--- config.mk ---
export PLATFORM = sky130hd
export DESIGN_NAME = buck2_ctrl
export DESIGN_NICKNAME = d
export VERILOG_FILES = /design/src/design/buck2_pkg.sv /design/src/design/buck2_code_sat.sv /design/src/design/buck2_ctrl.sv
export SDC_FILE = /design/constraint.sdc
export NUM_CORES = 1
export LEC_CHECK = 0
export ABC_AREA = 1
export CORE_ASPECT_RATIO = 2
export CORE_MARGIN = 2
export CORE_UTILIZATION = 60
export DETAILED_ROUTE_END_ITERATION = 8
export DONT_BUFFER_PORTS = 1
export PLACE_DENSITY = 0.81
export SLEW_MARGIN = 20
export SYNTH_ARGS = -nofsm -noshare
export SYNTH_HDL_FRONTEND = slang
export SYNTH_SLANG_ARGS = --single-unit
export TNS_END_PERCENT = 100
--- constraint.sdc ---
create_clock -name clk -period 2.41 [get_ports clk]
set_clock_uncertainty 0.1 [all_clocks]
set_input_delay 0.482 -clock clk [delete_from_list [all_inputs] [get_ports clk]]
set_output_delay 0.482 -clock clk [all_outputs]
set_load 0.005 [all_outputs]
--- src/design/buck2_pkg.sv ---
// Package for the second buck converter control block.
// Assumes a 32-bit APB slave at 200 MHz; registers are word aligned.
package buck2_pkg;
   // Printed offsets are register indices; byte address is four times it
   localparam logic [15:0] IDX_FAULT_CTRL = 16'h405C;
   localparam logic [15:0] IDX_RUN_CFG    = 16'h405D;
   localparam logic [15:0] IDX_SLEEP_CODE = 16'h405E;
   localparam logic [15:0] IDX_IRQ_STAT   = 16'h4060;
   localparam logic [15:0] IDX_IRQ_CLR    = 16'h4061;
   localparam logic [15:0] IDX_IRQ_ENA    = 16'h4062;
   localparam logic [15:0] IDX_HW_STATUS  = 16'h4063;
   localparam logic [15:0] IDX_OTP_CODE   = 16'h4064;
   // Field positions, fault/override register
   localparam int ACT_LSB   = 14;
   localparam int SRC_LSB   = 11;
   localparam int VCH_BIT   = 10;
   localparam int OBEH_LSB  = 8;
   localparam int THR_LSB   = 4;
   localparam int DET_BIT   = 0;
   // Field positions, run config register
   localparam int SLOT_LSB  = 13;
   localparam int RBEH_LSB  = 8;
   localparam int VHI_LSB   = 2;
   // Reset values and write masks of the two documented registers
   localparam logic [15:0] FAULT_CTRL_RST = 16'h0300;
   localparam logic [15:0] RUN_CFG_RST    = 16'h0100;
   localparam logic [15:0] FAULT_CTRL_WMASK = 16'hDF71;
   localparam logic [15:0] RUN_CFG_WMASK    = 16'hE37F;
   // Undervoltage action codes
   localparam logic [1:0] ACT_IGNORE = 2'h0;
   localparam logic [1:0] ACT_OFF    = 2'h1;
   localparam logic [1:0] ACT_RESET  = 2'h2;
   // Behaviour codes
   localparam logic [1:0] BEH_FCCM   = 2'h0;
   localparam logic [1:0] BEH_AUTO   = 2'h1;
   localparam logic [1:0] BEH_LDO    = 2'h2;
   localparam logic [1:0] BEH_HYST   = 2'h3;
   // Start slot codes
   localparam logic [2:0] SLOT_NEVER = 3'h0;
   localparam logic [2:0] SLOT_LAST  = 3'h5;
   localparam logic [2:0] SLOT_HWEN1 = 3'h6;
   localparam logic [2:0] SLOT_HWEN2 = 3'h7;
   // Voltage coding
   localparam logic [6:0] VCODE_MIN  = 7'h08;
   localparam logic [6:0] VCODE_MAX  = 7'h68;
   localparam logic [6:0] VCODE_4MHZ = 7'h48;
   localparam int         STEP_UV    = 12500;
   localparam int         BASE_UV    = 600000;
   localparam int         THR_STEP_MA = 250;
   // Interrupt bit positions and status width
   localparam int IRQ_UV  = 0;
   localparam int IRQ_HC  = 1;
   localparam int IRQ_W   = 2;
endpackage

--- src/design/buck2_code_sat.sv ---
// Voltage code saturation and millivolt-free target code for the stage.
// Assumes a combinational use inside the clocked control block.
`timescale 1ns/1ps
`default_nettype none
module buck2_code_sat
   import buck2_pkg::*;
(
   input  wire logic [6:0] code_in,
   output logic      [6:0] code_out
);
   // Low codes pin at the minimum, high codes at the maximum step
   assign code_out = (code_in <= VCODE_MIN) ? VCODE_MIN :
                     (code_in >= VCODE_MAX) ? VCODE_MAX : code_in;
endmodule // buck2_code_sat
`default_nettype wire

--- src/design/buck2_ctrl.sv ---
// Control registers and override logic for the second buck converter.
// Assumes APB master on clk, hardware pins asynchronous to clk, and an
// analog stage that reads the applied code, behaviour and enable levels.
`timescale 1ns/1ps
`default_nettype none
module buck2_ctrl
   import buck2_pkg::*;
#(
   parameter int SLOTS = 5
)
(
   input  wire logic        clk,
   input  wire logic        srst,
   input  wire logic        ce,
   input  wire logic        psel,
   input  wire logic        penable,
   input  wire logic        pwrite,
   input  wire logic [31:0] paddr,
   input  wire logic [31:0] pwdata,
   input  wire logic [3:0]  pstrb,
   output logic      [31:0] prdata,
   output logic             pready,
   output logic             pslverr,
   input  wire logic        otp_load,
   input  wire logic [4:0]  otp_code_hi,
   input  wire logic [2:0]  seq_slot,
   input  wire logic        seq_up,
   input  wire logic        hw_ctrl1,
   input  wire logic        hw_ctrl2,
   input  wire logic        hw_en1,
   input  wire logic        hw_en2,
   input  wire logic        undervolt,
   input  wire logic        high_current,
   input  wire logic        freq_4mhz,
   output logic             conv_enable,
   output logic      [1:0]  conv_behaviour,
   output logic      [6:0]  conv_code,
   output logic      [2:0]  hc_threshold,
   output logic             hc_detect_on,
   output logic             device_reset_req,
   output logic             irq
);
   logic [15:0] fault_ctrl_ff;
   logic [15:0] run_cfg_ff;
   logic [6:0]  sleep_code_ff;
   logic [IRQ_W-1:0] irq_stat_ff;
   logic [IRQ_W-1:0] irq_ena_ff;
   logic [3:0]  sync1_ff;
   logic [3:0]  sync2_ff;
   logic [1:0]  ev1_ff;
   logic [1:0]  ev2_ff;
   logic [1:0]  ev3_ff;
   logic        uv_off_ff;
   logic        slot_on_ff;
   logic        code_over_ff;
   logic [31:0] prdata_ff;
   logic        pready_ff;
   logic        pslverr_ff;
   logic        conv_enable_ff;
   logic [1:0]  conv_beh_ff;
   logic [6:0]  conv_code_ff;
   logic        dev_rst_ff;
   logic        irq_ff;

   // Byte address to register index; low two bits must be zero
   function automatic logic hit(input logic [31:0] a, input logic [15:0] i);
      return (a[1:0] == 2'h0) && (a[31:2] == {14'h0, i});
   endfunction

   wire setup    = psel && !penable;
   wire wr_take  = psel && penable && pwrite && pready_ff && ce;
   wire sel_fc   = hit(paddr, IDX_FAULT_CTRL);
   wire sel_rc   = hit(paddr, IDX_RUN_CFG);
   wire sel_sc   = hit(paddr, IDX_SLEEP_CODE);
   wire sel_st   = hit(paddr, IDX_IRQ_STAT);
   wire sel_cl   = hit(paddr, IDX_IRQ_CLR);
   wire sel_en   = hit(paddr, IDX_IRQ_ENA);
   wire sel_hw   = hit(paddr, IDX_HW_STATUS);
   wire sel_any  = sel_fc | sel_rc | sel_sc | sel_st | sel_cl | sel_en | sel_hw;
   wire full_wr  = (pstrb[1:0] == 2'h3);

   // Field decode
   wire [1:0] uv_action = fault_ctrl_ff[ACT_LSB +: 2];
   wire [1:0] ovr_src   = fault_ctrl_ff[SRC_LSB +: 2];
   wire       ovr_vch   = fault_ctrl_ff[VCH_BIT];
   wire [1:0] ovr_beh   = fault_ctrl_ff[OBEH_LSB +: 2];
   wire [2:0] start_slot = run_cfg_ff[SLOT_LSB +: 3];
   wire [1:0] run_beh   = run_cfg_ff[RBEH_LSB +: 2];
   wire [6:0] run_code  = run_cfg_ff[6:0];

   // Synchronised pins: ctrl1, ctrl2, en1, en2
   wire c1 = sync2_ff[0];
   wire c2 = sync2_ff[1];
   wire e1 = sync2_ff[2];
   wire e2 = sync2_ff[3];
   // Edge detect on synchronised undervoltage and high current
   wire uv_rise = ev2_ff[0] && !ev3_ff[0];
   wire hc_rise = ev2_ff[1] && !ev3_ff[1] && fault_ctrl_ff[DET_BIT];

   wire ovr_active = (ovr_src == 2'h1 && c1) || (ovr_src == 2'h2 && c2) ||
                     (ovr_src == 2'h3 && (c1 || c2));
   wire slot_hit = (start_slot != SLOT_NEVER) && (start_slot <= SLOT_LAST)
                   && seq_up && (seq_slot == start_slot);
   // In slot mode only a fresh slot entry re-arms after an undervoltage shut-down
   wire slot_new = slot_hit && !slot_on_ff;
   wire hw_en_mode = (start_slot == SLOT_HWEN1) || (start_slot == SLOT_HWEN2);
   wire hw_en_lvl  = (start_slot == SLOT_HWEN1) ? e1 : e2;
   wire base_on    = hw_en_mode ? hw_en_lvl : slot_on_ff;
   // sleep code applies while override asserted with voltage choice set, run code otherwise
   wire [6:0] pick_code = (ovr_active && ovr_vch) ? sleep_code_ff : run_code;
   // override behaviour, code one disables the converter
   wire ovr_off = ovr_active && (ovr_beh == BEH_AUTO);
   wire [1:0] pick_beh = ovr_active ? ovr_beh : run_beh;
   wire [6:0] sat_code;

   // saturate code to the usable range
   buck2_code_sat u_sat
   (
      .code_in  (pick_code),
      .code_out (sat_code)
   );

   wire [IRQ_W-1:0] irq_set = {hc_rise, uv_rise};
   wire [IRQ_W-1:0] irq_clr = (wr_take && sel_cl) ? pwdata[IRQ_W-1:0]
                                                   : {IRQ_W{1'b0}};
   wire [31:0] rd_mux =
      sel_fc ? {16'h0, fault_ctrl_ff} :
      sel_rc ? {16'h0, run_cfg_ff} :
      sel_sc ? {25'h0, sleep_code_ff} :
      sel_st ? {30'h0, irq_stat_ff} :
      sel_en ? {30'h0, irq_ena_ff} :
      sel_hw ? {25'h0, code_over_ff, ovr_active, conv_enable_ff,
                sync2_ff} : 32'h0;

   // Two-flop synchronisers for all asynchronous pins
   always_ff @(posedge clk)
   begin
      if (srst)
      begin
         sync1_ff <= 4'h0;
         sync2_ff <= 4'h0;
         ev1_ff   <= 2'h0;
         ev2_ff   <= 2'h0;
         ev3_ff   <= 2'h0;
      end
      else if (ce)
      begin
         sync1_ff <= {hw_en2, hw_en1, hw_ctrl2, hw_ctrl1};
         sync2_ff <= sync1_ff;
         ev1_ff   <= {high_current, undervolt};
         ev2_ff   <= ev1_ff;
         ev3_ff   <= ev2_ff;
      end
   end

   // APB: no wait state, setup raises pready for the access cycle
   always_ff @(posedge clk)
   begin
      if (srst)
      begin
         pready_ff  <= 1'b0;
         pslverr_ff <= 1'b0;
         prdata_ff  <= 32'h0;
      end
      else if (ce)
      begin
         pready_ff  <= setup;
         pslverr_ff <= setup && !sel_any;
         prdata_ff  <= (setup && !pwrite) ? rd_mux : 32'h0;
      end
   end

   // Configuration registers; otp load sets the upper code bits and clears the low two
   always_ff @(posedge clk)
   begin
      if (srst)
      begin
         fault_ctrl_ff <= FAULT_CTRL_RST;
         run_cfg_ff    <= RUN_CFG_RST;
         sleep_code_ff <= 7'h00;
         irq_ena_ff    <= {IRQ_W{1'b0}};
      end
      else if (ce)
      begin
         // upper five bits from configuration, low bits cleared
         if (otp_load)
            run_cfg_ff[6:0] <= {otp_code_hi, 2'h0};
         else if (wr_take && sel_rc && full_wr)
            run_cfg_ff <= pwdata[15:0] & RUN_CFG_WMASK;
         if (wr_take && sel_fc && full_wr)
            fault_ctrl_ff <= pwdata[15:0] & FAULT_CTRL_WMASK;
         if (wr_take && sel_sc && pstrb[0])
            sleep_code_ff <= pwdata[6:0];
         if (wr_take && sel_en && pstrb[0])
            irq_ena_ff <= pwdata[IRQ_W-1:0];
      end
   end

   // sticky status, a new event wins over a clear
   always_ff @(posedge clk)
   begin
      if (srst)
         irq_stat_ff <= {IRQ_W{1'b0}};
      else if (ce)
         irq_stat_ff <= (irq_stat_ff & ~irq_clr) | irq_set;
   end

   // undervoltage response; off latches until the next slot or pin
   always_ff @(posedge clk)
   begin
      if (srst)
      begin
         uv_off_ff  <= 1'b0;
         dev_rst_ff <= 1'b0;
         slot_on_ff <= 1'b0;
      end
      else if (ce)
      begin
         dev_rst_ff <= uv_rise && (uv_action == ACT_RESET);
         if (uv_rise && (uv_action == ACT_OFF))
            uv_off_ff <= 1'b1;
         else if (slot_new || (hw_en_mode && !hw_en_lvl))
            uv_off_ff <= 1'b0;
         if (slot_hit)
            slot_on_ff <= 1'b1;
         else if (start_slot == SLOT_NEVER || !seq_up)
            slot_on_ff <= 1'b0;
      end
   end

   // Registered outputs to the power stage
   always_ff @(posedge clk)
   begin
      if (srst)
      begin
         conv_enable_ff <= 1'b0;
         conv_beh_ff    <= BEH_AUTO;
         conv_code_ff   <= VCODE_MIN;
         code_over_ff   <= 1'b0;
         irq_ff         <= 1'b0;
      end
      else if (ce)
      begin
         conv_enable_ff <= base_on && !uv_off_ff && !ovr_off;
         conv_beh_ff    <= pick_beh;
         conv_code_ff   <= sat_code;
         // flag a code beyond the 4MHz limit for software
         code_over_ff   <= freq_4mhz && (pick_code > VCODE_4MHZ);
         irq_ff         <= |(irq_stat_ff & irq_ena_ff);
      end
   end

   assign prdata           = prdata_ff;
   assign pready           = pready_ff;
   assign pslverr          = pslverr_ff;
   assign conv_enable      = conv_enable_ff;
   assign conv_behaviour   = conv_beh_ff;
   assign conv_code        = conv_code_ff;
   // threshold code passed straight to the comparator
   assign hc_threshold     = fault_ctrl_ff[THR_LSB +: 3];
   assign hc_detect_on     = fault_ctrl_ff[DET_BIT];
   assign device_reset_req = dev_rst_ff;
   assign irq              = irq_ff;
endmodule // buck2_ctrl
`default_nettype wire

# == Word-level counts from Yosys, hierarchy flattened ==
# Cells that the tools add are included.
# totals
register_bits,97
inputBits,91
# op_classes
order_cmp,4
n_eq_ne,17
muxes,20
bitwise_logic,11
n_reduce_logical,71
# op_table
op,n
$eq A30 B15 Y1 const B,7
$mux W7,9
$mux W16,3
$logic_and A1 B1 Y1,41
$reduce_and A2 Y1,6
$logic_not A1 Y1,10
$eq A2 B2 Y1 const B,4
$ge A7 B7 Y1 const B,1
$gt A7 B7 Y1 const B,1
$le A7 B4 Y1 const B,1
$eq A2 B1 Y1 const B,3
$eq A3 B3 Y1 const B,2
$logic_or A1 B1 Y1,6
$mux W1,6
$or A1 B1 Y1,6
$reduce_bool A2 Y1,3
$and A2 B2 Y2,2
$mux W2,2
$eq A3 B3 Y1,1
$le A3 B3 Y1 const B,1
$logic_not A3 Y1,1
$reduce_and A3 Y1,1
$reduce_bool A3 Y1,1
$logic_not A2 Y1,1
other kinds (4),4

# == Depth between registers and ports, before layout ==
# Gate-level depths: netlist (run 1).
# logic_depth
depth_word,11
ltp_mapped,12
depth_no_buf,12

# == Modules after synthesis ==
# From an unflattened synthesis (run 1), not the netlist that was laid out.
# unflattened
hier_cells,625
area_unflattened_um2,4191.5
# by_module_without_submodules
mod,instances,cells_each,area_per_inst_um2,seq_area_each_um2
buck2_ctrl,1,603,4096.4,1601.5
buck2_code_sat,1,22,95.1,0.0

# == Least setup slack after synthesis (run 1) ==
# Ideal clock, no wire load.
# synth_timing
path_type,input to register
startpoint,in paddr[31]
endpoint,reg sleep_code_ff[4]
setup_time_ns,0.119
arrival_ns,1.641
t_required_ns,2.191
path_slack_ns,0.549
stages,10
n_path_buf,1
path_cell_list,or2_1 > nor2_2 > nand2_2 > nor2_4 > nand2_4 > inv_2 > nand2_2 > buf_6 > o21ai_0 > a21oi_1
# synth_via
elab_chain_len,5
# synth_rtl
item,line,source
"start, declared",buck2_ctrl.sv:18,"input wire logic [31:0] paddr,"
$eq A30 B15 Y1,buck2_ctrl.sv:67,"return (a[1:0] == 2'h0) && (a[31:2] == {14'h0, i});"
$logic_and A1 B1 Y1,buck2_ctrl.sv:67,
$logic_and A1 B1 Y1 (2 in a row),buck2_ctrl.sv:192,if (wr_take && sel_sc && pstrb[0])
$reduce_and A2 Y1 (no line),-,
"end signal, assigned",buck2_ctrl.sv:193,sleep_code_ff <= pwdata[6:0];
"end, declared",buck2_ctrl.sv:45,logic [6:0] sleep_code_ff;
# No other way between the ends.
# A chain may end at the register's enable or synchronous reset.

# == Worst setup path in the final report (run 1) ==
# layout_timing
startpoint,reg sync2_ff[0]
endpoint,reg conv_code_ff[3] (netlist: conv_code[3])
# layout_via
elab_chain_len,8
word_cells_on_any_way,11
cone_classes,order compare: 2; mux: 3; reduce/logical: 6
# layout_rtl
item,line,source
"start, declared",buck2_ctrl.sv:49,logic [3:0] sync2_ff;
"start signal, assigned",buck2_ctrl.sv:149,sync2_ff <= sync1_ff;
$logic_and A1 B1 Y1 / $logic_or A1 B1 Y1 (equally long branches),"buck2_ctrl.sv:100, buck2_ctrl.sv:101",
$logic_or A1 B1 Y1 / $logic_and A1 B1 Y1 (equally long branches),"buck2_ctrl.sv:100, buck2_ctrl.sv:101",
$logic_or A1 B1 Y1 (*),buck2_ctrl.sv:100,wire ovr_active = (ovr_src == 2'h1 && c1) || (ovr_src == 2'h2 && c2) ||
$logic_and A1 B1 Y1 (*),buck2_ctrl.sv:110,wire [6:0] pick_code = (ovr_active && ovr_vch) ? sleep_code_ff : run_code;
$mux W7 (*),buck2_ctrl.sv:110,
$ge A7 B7 Y1,buck2_code_sat.sv:13,(code_in >= VCODE_MAX) ? VCODE_MAX : code_in;
$mux W7,buck2_code_sat.sv:13,
$mux W7 (*),buck2_code_sat.sv:12,assign code_out = (code_in <= VCODE_MIN) ? VCODE_MIN :
"end signal, assigned",buck2_ctrl.sv:246,conv_code_ff <= sat_code;
"end, declared",buck2_ctrl.sv:61,logic [6:0] conv_code_ff;
# Mark *: on every way between the ends. The rest lies on a longest branch, timed or not.

==> flow_summary_export.csv, run 1 <==
group,metric,value,unit
critical_path,cp.arrival,2.31,ns
sta,fin_ws,0.289,ns
route,drtIter0Drc,227,
layout,utilization,65.3,%
cts,cts-htree-levels,3,
placement,hpwl,8210,µm
critical_path,end_kind,"flip-flop",
pwr,power,2.92,mW
cts,cts_resized,0,
layout,fin_cells,661,
route,drc,0,
sta,hold_ws,0.110,ns
die,rows,42,
layout,syn_to_final_growth,6.66,%
critical_path,critPathKind,"reg2reg",
yosys,yosys_warnings,0,
yosys,synth_edf_count,0,
die,die_y,120,µm
layout,antennaDiodeCount,0,
cts,cts_made_buffers,9,
global_route,first_global_vias,3512,
die,core_area,6570,µm²
worst_hold_path,holdCritPathClass,"in2reg",
placement,place_congestion,0.915,
placement,placed_area,3980,µm²
route,dr.pass1.iters,4,
yosys,syn_inst,574,
sta,rsz0062_at_grt,"false",
layout,regArea,1600,µm²
placement,dp_slack,0.324,ns
yosys,synth_seq_cells,80,
pwr,leakage,1.81,nW
layout,nets,659,
pwr,powerDensity,681,nW/µm²
global_route,antenna_found_initial,0,
sta,setup_violations,0,
die,ios,141,
cts,cts_hold_buf,0,
sta,fin_crit_sh,88.0,%
yosys,async_reset_ff_share,0,%
global_route,grt_max_degree,45,
die,initial_core_util,61.2,%
cts,cts.sinks,80,
global_route,grt_pass1_wl,16700,µm
layout,stdcell_area,4290,µm²
yosys,synth_area_per_cell,7.00,µm²
pwr,vdd_drop_max,586,µV
critical_path,critPathMaxFanout,7,
yosys,netlist_area,4020,µm²
route,wl_per_cell,16.4,µm
global_route,grtUsageTotal,30.7,%
critical_path,required,2.59,ns
yosys,synthFlopType,"dfxtp_1",
sta,timing.fmax,472,MHz
sta,drv_slew,0,
cts,clock-root-buffer,"clkbuf_16",
cts,post-cts-setup-buffers,0,
layout,multi_input_area,1950,µm²
die,die_x,61.9,µm
die,die_area,7410,µm²
route,vias_per_cell,5.66,
layout,drive_gt1_share,8.73,%
route,vias,3742,
cts,cts_tree,"done",
job,drv_cap,0,
sta,fin_setup_tns,0,ns
route,wirelength,10800,µm
global_route,gr-total-overflow,0,
route,ant_nets,0,
critical_path,start_kind,"flip-flop",
placement,dp.cells,645,
layout,fill_cells,635,
placement,io_buffers,0,
cts,path_clk_slew,0.06,ns
yosys,seq_area_frac_synth,39.8,%
sta,finalHoldViolCount,0,
cts,clk_path_buf_depth,2,
sta,fin_crit,2.12,ns
outcome,status,"finished, final reports clean",
cts,clkLatencyLatePin,0.34,ns
yosys,yosys.cell_types.count,41,
## cell usage after synthesis, types with 2 or more instances
cell,instances,area (µm²)
nand2_1,109,409
dfxtp_1,80,1600
o21ai_0,62,310
inv_1,59,221
a21oi_1,57,285
nor2_1,56,210
nand3_1,29,145
buf_4,22,165
clkbuf_1,15,56.3
nor3_1,13,65.1
o211ai_1,9,67.6
nor2_2,6,37.5
a31oi_1,5,31.3
nand2_4,5,56.3
o21ai_1,5,25.0
o22ai_1,4,25.0
a32oi_1,3,26.3
buf_6,3,33.8
inv_2,3,11.3
nand2_2,3,18.8
o21bai_1,3,22.5
nand4_1,2,12.5
nor2_4,2,22.5
xor2_1,2,17.5
## state kept, by name, summed over array words and instances (netlist names), 2 cells and up
| register | cells |
|---|---|
| conv_behaviour | 2 |
| conv_code | 7 |
| ev1_ff | 2 |
| ev2_ff | 2 |
| ev3_ff | 2 |
| fault_ctrl_ff | 11 |
| irq_ena_ff | 2 |
| irq_stat_ff | 2 |
| prdata | 15 |
| run_cfg_ff | 12 |
| sleep_code_ff | 7 |
| sync1_ff | 4 |
| sync2_ff | 4 |
## area by class of cell
cell class	count	share of cell area, %
repair buffers	9	1.58
inverters	65	5.84
clock inverters	5	1.46
multi-input cells	403	45.5
flip-flops and latches	80	37.4
clock buffers	11	5.66
well taps	88	2.57
## worst max-delay path, cell delays in order, from the launching register on
cell and delay [ns]:
dfxtp_1 0.35, inv_1 0.07, o22ai_2 0.24, nand2_2 0.17, o21ai_0 0.43, inv_1 0.18
nor2_2 0.20, nand2_1 0.08, o21ai_1 0.09, o21ai_1 0.09, nand2_1 0.05
## final timing paths
path | slack (ns) | to | depth (start not counted) | startpoint
max reg2reg | 0.29 | conv_code[3]$_SDFFE_PP1P_ | 10 | sync2_ff[0]$_SDFFE_PP0P_
min | 0.11 | slot_on_ff$_SDFFE_PP0P_ | 1 | srst
min reg2reg | 0.36 | ev3_ff[1]$_SDFFE_PP0P_ | 2 | ev3_ff[1]$_SDFFE_PP0P_
max | 0.29 | conv_code[3]$_SDFFE_PP1P_ | 10 | sync2_ff[0]$_SDFFE_PP0P_
## where the power goes
| group | internal (mW) | leakage [nW] | total, mW | switching (mW) |
|---|---|---|---|---|
| Sequential | 1.35 | 0.650 | 1.37 | 0.0196 |
| Clock | 0.838 | 0.143 | 1.39 | 0.554 |
| Combinational | 0.0503 | 1.02 | 0.155 | 0.104 |
| Total | 2.24 | 1.81 | 2.92 | 0.678 |
## placed cells by master, fill, tap and decap left out, types with 2 or more instances in the layout
master | Yosys | layout
clkinvlp_4 | 0 | 2
nand2_4 | 5 | 5
o21bai_1 | 3 | 3
clkbuf_16 | 0 | 9
a32oi_1 | 3 | 3
buf_4 | 22 | 9
nand2_2 | 3 | 3
o21ai_0 | 62 | 62
o22ai_1 | 4 | 4
a31oi_1 | 5 | 5
nor3_1 | 13 | 13
a21oi_1 | 57 | 57
nand3_1 | 29 | 29
nor2_1 | 56 | 56
inv_6 | 0 | 2
o21ai_1 | 5 | 5
inv_1 | 59 | 59
inv_2 | 3 | 3
conb_1 | 1 | 17
nand4_1 | 2 | 2
nor2_2 | 6 | 6
dfxtp_1 | 80 | 80
nor2_4 | 2 | 2
xor2_1 | 2 | 2
nand2_1 | 109 | 109
o211ai_1 | 9 | 9
## cells by family (layout without fill, tap and decap cells)
logic type / after synthesis / count (layout) / synth area share [%]
AO/OA/AOI/OAI: 153 / 153 / 20.9
XOR/XNOR: 2 / 2 / 0.436
buffers and inverters: 107 / 90 / 13.1
flip-flops: 80 / 80 / 39.8
other: 1 / 17 / 0.0933
AND/OR/NAND/NOR: 231 / 231 / 25.7
## routing by layer
metal / share of wire, % / track usage, %
met1: 36 / 33.0
met2: 52 / 51.8
met3: 6.1 / 7.97
met4: 5.2 / 16.5
met5: 0 / 0
No activity file was read; power rests on OpenSTA's default activity.
==> run 2, diff against run 1 <==
CORE_MARGIN = 3   (was 2)
==> flow_summary_export.csv, run 2 (synthesized netlist as in run 1, its figures left out) <==
group,metric,value,unit
route,dr.pass1.iters,5,
sta,timing.fmax,467,MHz
critical_path,cp_slowest_stage_delay,0.38,ns
die,initial_core_util,62.7,%
critical_path,cp.arrival,2.27,ns
placement,dp.cells,640,
route,wirelength,10600,µm
layout,layout_common_cells,"nand2_1 (109), dfxtp_1 (80), o21ai_0 (62)",
critical_path,path_cells,"inv_1 > o22ai_2 > nand2_2 > o21ai_0 > inv_1 > nor2_2 > a21oi_1 > nand2_1 > a21oi_1",
sta,finalHoldViolCount,0,
worst_hold_path,hold_start,"srst",
sta,hold_ws,0.111,ns
worst_hold_path,holdCritPathClass,"in2reg",
global_route,grtUsageTotal,27.9,%
layout,nets,656,
die,die_x,63.9,µm
pwr,power_frac_seq,49.8,%
critical_path,start_kind,"flip-flop",
placement,place_congestion,0.918,
global_route,grt_max_degree,43,
outcome,status,"finished, final reports clean",
layout,fill_cells,585,
pwr,p_sw,0.663,mW
cts,clk_path_buf_depth,2,
cts,clock-root-buffer,"clkbuf_16",
cts,clkLatencyLatePin,0.34,ns
sta,fin_crit_sh,88.8,%
cts,cts_tree,"done",
critical_path,required,2.54,ns
layout,fin_cells,656,
layout,antennaDiodeCount,0,
sta,fin_crit,2.14,ns
cts,cts_hold_buf,0,
job,drv_cap,0,
cts,path_clk_slew,0.06,ns
global_route,first_global_vias,3462,
die,ios,141,
critical_path,critPathKind,"reg2reg",
cts,cts_resized,0,
layout,largest_reg_flops,15,
critical_path,critPathMaxFanout,13,
route,drc,0,
layout,drive_gt1_share,8.42,%
pwr,clkPwrFrac,44.8,%
critical_path,path_buf_inv,2,
critical_path,crit_path_top_delay_cell,"o21ai_0",
sta,setup_violations,0,
layout,multi_input_area,1950,µm²
layout,utilization,66.0,%
placement,hpwl,7950,µm
sta,fin_setup_tns,0,ns
cts,cts-htree-levels,3,
route,drtIter0Drc,253,
die,core_area,6410,µm²
pwr,vdd_drop_max,564,µV
pwr,powerDensity,653,nW/µm²
cts,cts.sinks,80,
layout,regArea,1600,µm²
global_route,gr-total-overflow,0,
cts,post-cts-setup-buffers,0,
global_route,antenna_found_initial,0,
sta,rsz0062_at_grt,"false",
route,vias,3750,
die,die_y,122,µm
cts,cts_made_buffers,9,
critical_path,end_kind,"flip-flop",
pwr,power_frac_comb,5.5,%
die,die_area,7780,µm²
layout,syn_to_final_growth,5.20,%
pwr,leakage,1.79,nW
route,wl_per_cell,16.2,µm
pwr,p_int,2.10,mW
route,ant_nets,0,
critical_path,startpoint,"sync2_ff[0]$_SDFFE_PP0P_",
global_route,grt_pass1_wl,16700,µm
critical_path,r2r_start,"sync2_ff[0]$_SDFFE_PP0P_",
route,vias_per_cell,5.72,
die,rows,41,
sta,drv_slew,0,
placement,io_buffers,0,
layout,final_common_cell,"nand2_1",
pwr,sw_frac_of_total,24.0,%
critical_path,cp_top_family,"compound AO/OA/AOI/OAI gates",
## run 2: cell types whose count changed in the layout (fill, tap and decap cells not counted), sizes merged
cell,delta
buf,-3
bufinv,-1
clkbuf,-2
clkinv,+6
clkinvlp,-2
inv,-1
## run 2: final timing paths
kind | cells after the start | slack [ns] | endpoint
worst max-delay path | 9 | 0.27 | conv_code[1]$_SDFFE_PP0P_
worst min-delay path | 1 | 0.11 | device_reset_req$_SDFFE_PP0P_
worst max register to register | 9 | 0.27 | conv_code[1]$_SDFFE_PP0P_
worst min register to register | 2 | 0.36 | ev3_ff[1]$_SDFFE_PP0P_
## run 2: power groups by stage
stage | Sequential [mW] | Clock (mW) | Combinational (mW)
floorplan | 1.40 | 0 | 0.159
global placement | 1.40 | 0 | 0.145
detailed placement | 1.40 | 0 | 0.150
CTS | 1.37 | 1.25 | 0.150
global route | 1.38 | 1.31 | 0.174
finish | 1.37 | 1.24 | 0.151
## run 2: layout make-up
type / count / share of cell area (%)
sequential: 80 / 37.9
clock buffer: 9 / 5.33
multi-input combinational: 403 / 46.2
timing repair buffer: 6 / 1.07
clock inverter: 7 / 1.09
tap: 86 / 2.54
inverter: 65 / 5.92
## run 2: per-stage QoR
stage	cell area [µm²]	setup WS, ns	power (mW)
final	4230	0.270	2.76
after floorplan	4080	0.549	1.56
after detailed placement	3960	0.341	1.55
after CTS	4230	0.325	2.77
after global placement	3960	0.356	1.55
after global routing	4230	0.135	2.86
## run 2: per-layer routing
metal  share of wire [%]  global-route usage, %  vias up
met2                  53                   48.9      174
met4                 5.1                   18.1        0
li1                    -                      -     1839
met5                   0                      0        -
met1                  34                   28.3     1693
met3                 8.0                   7.93       44
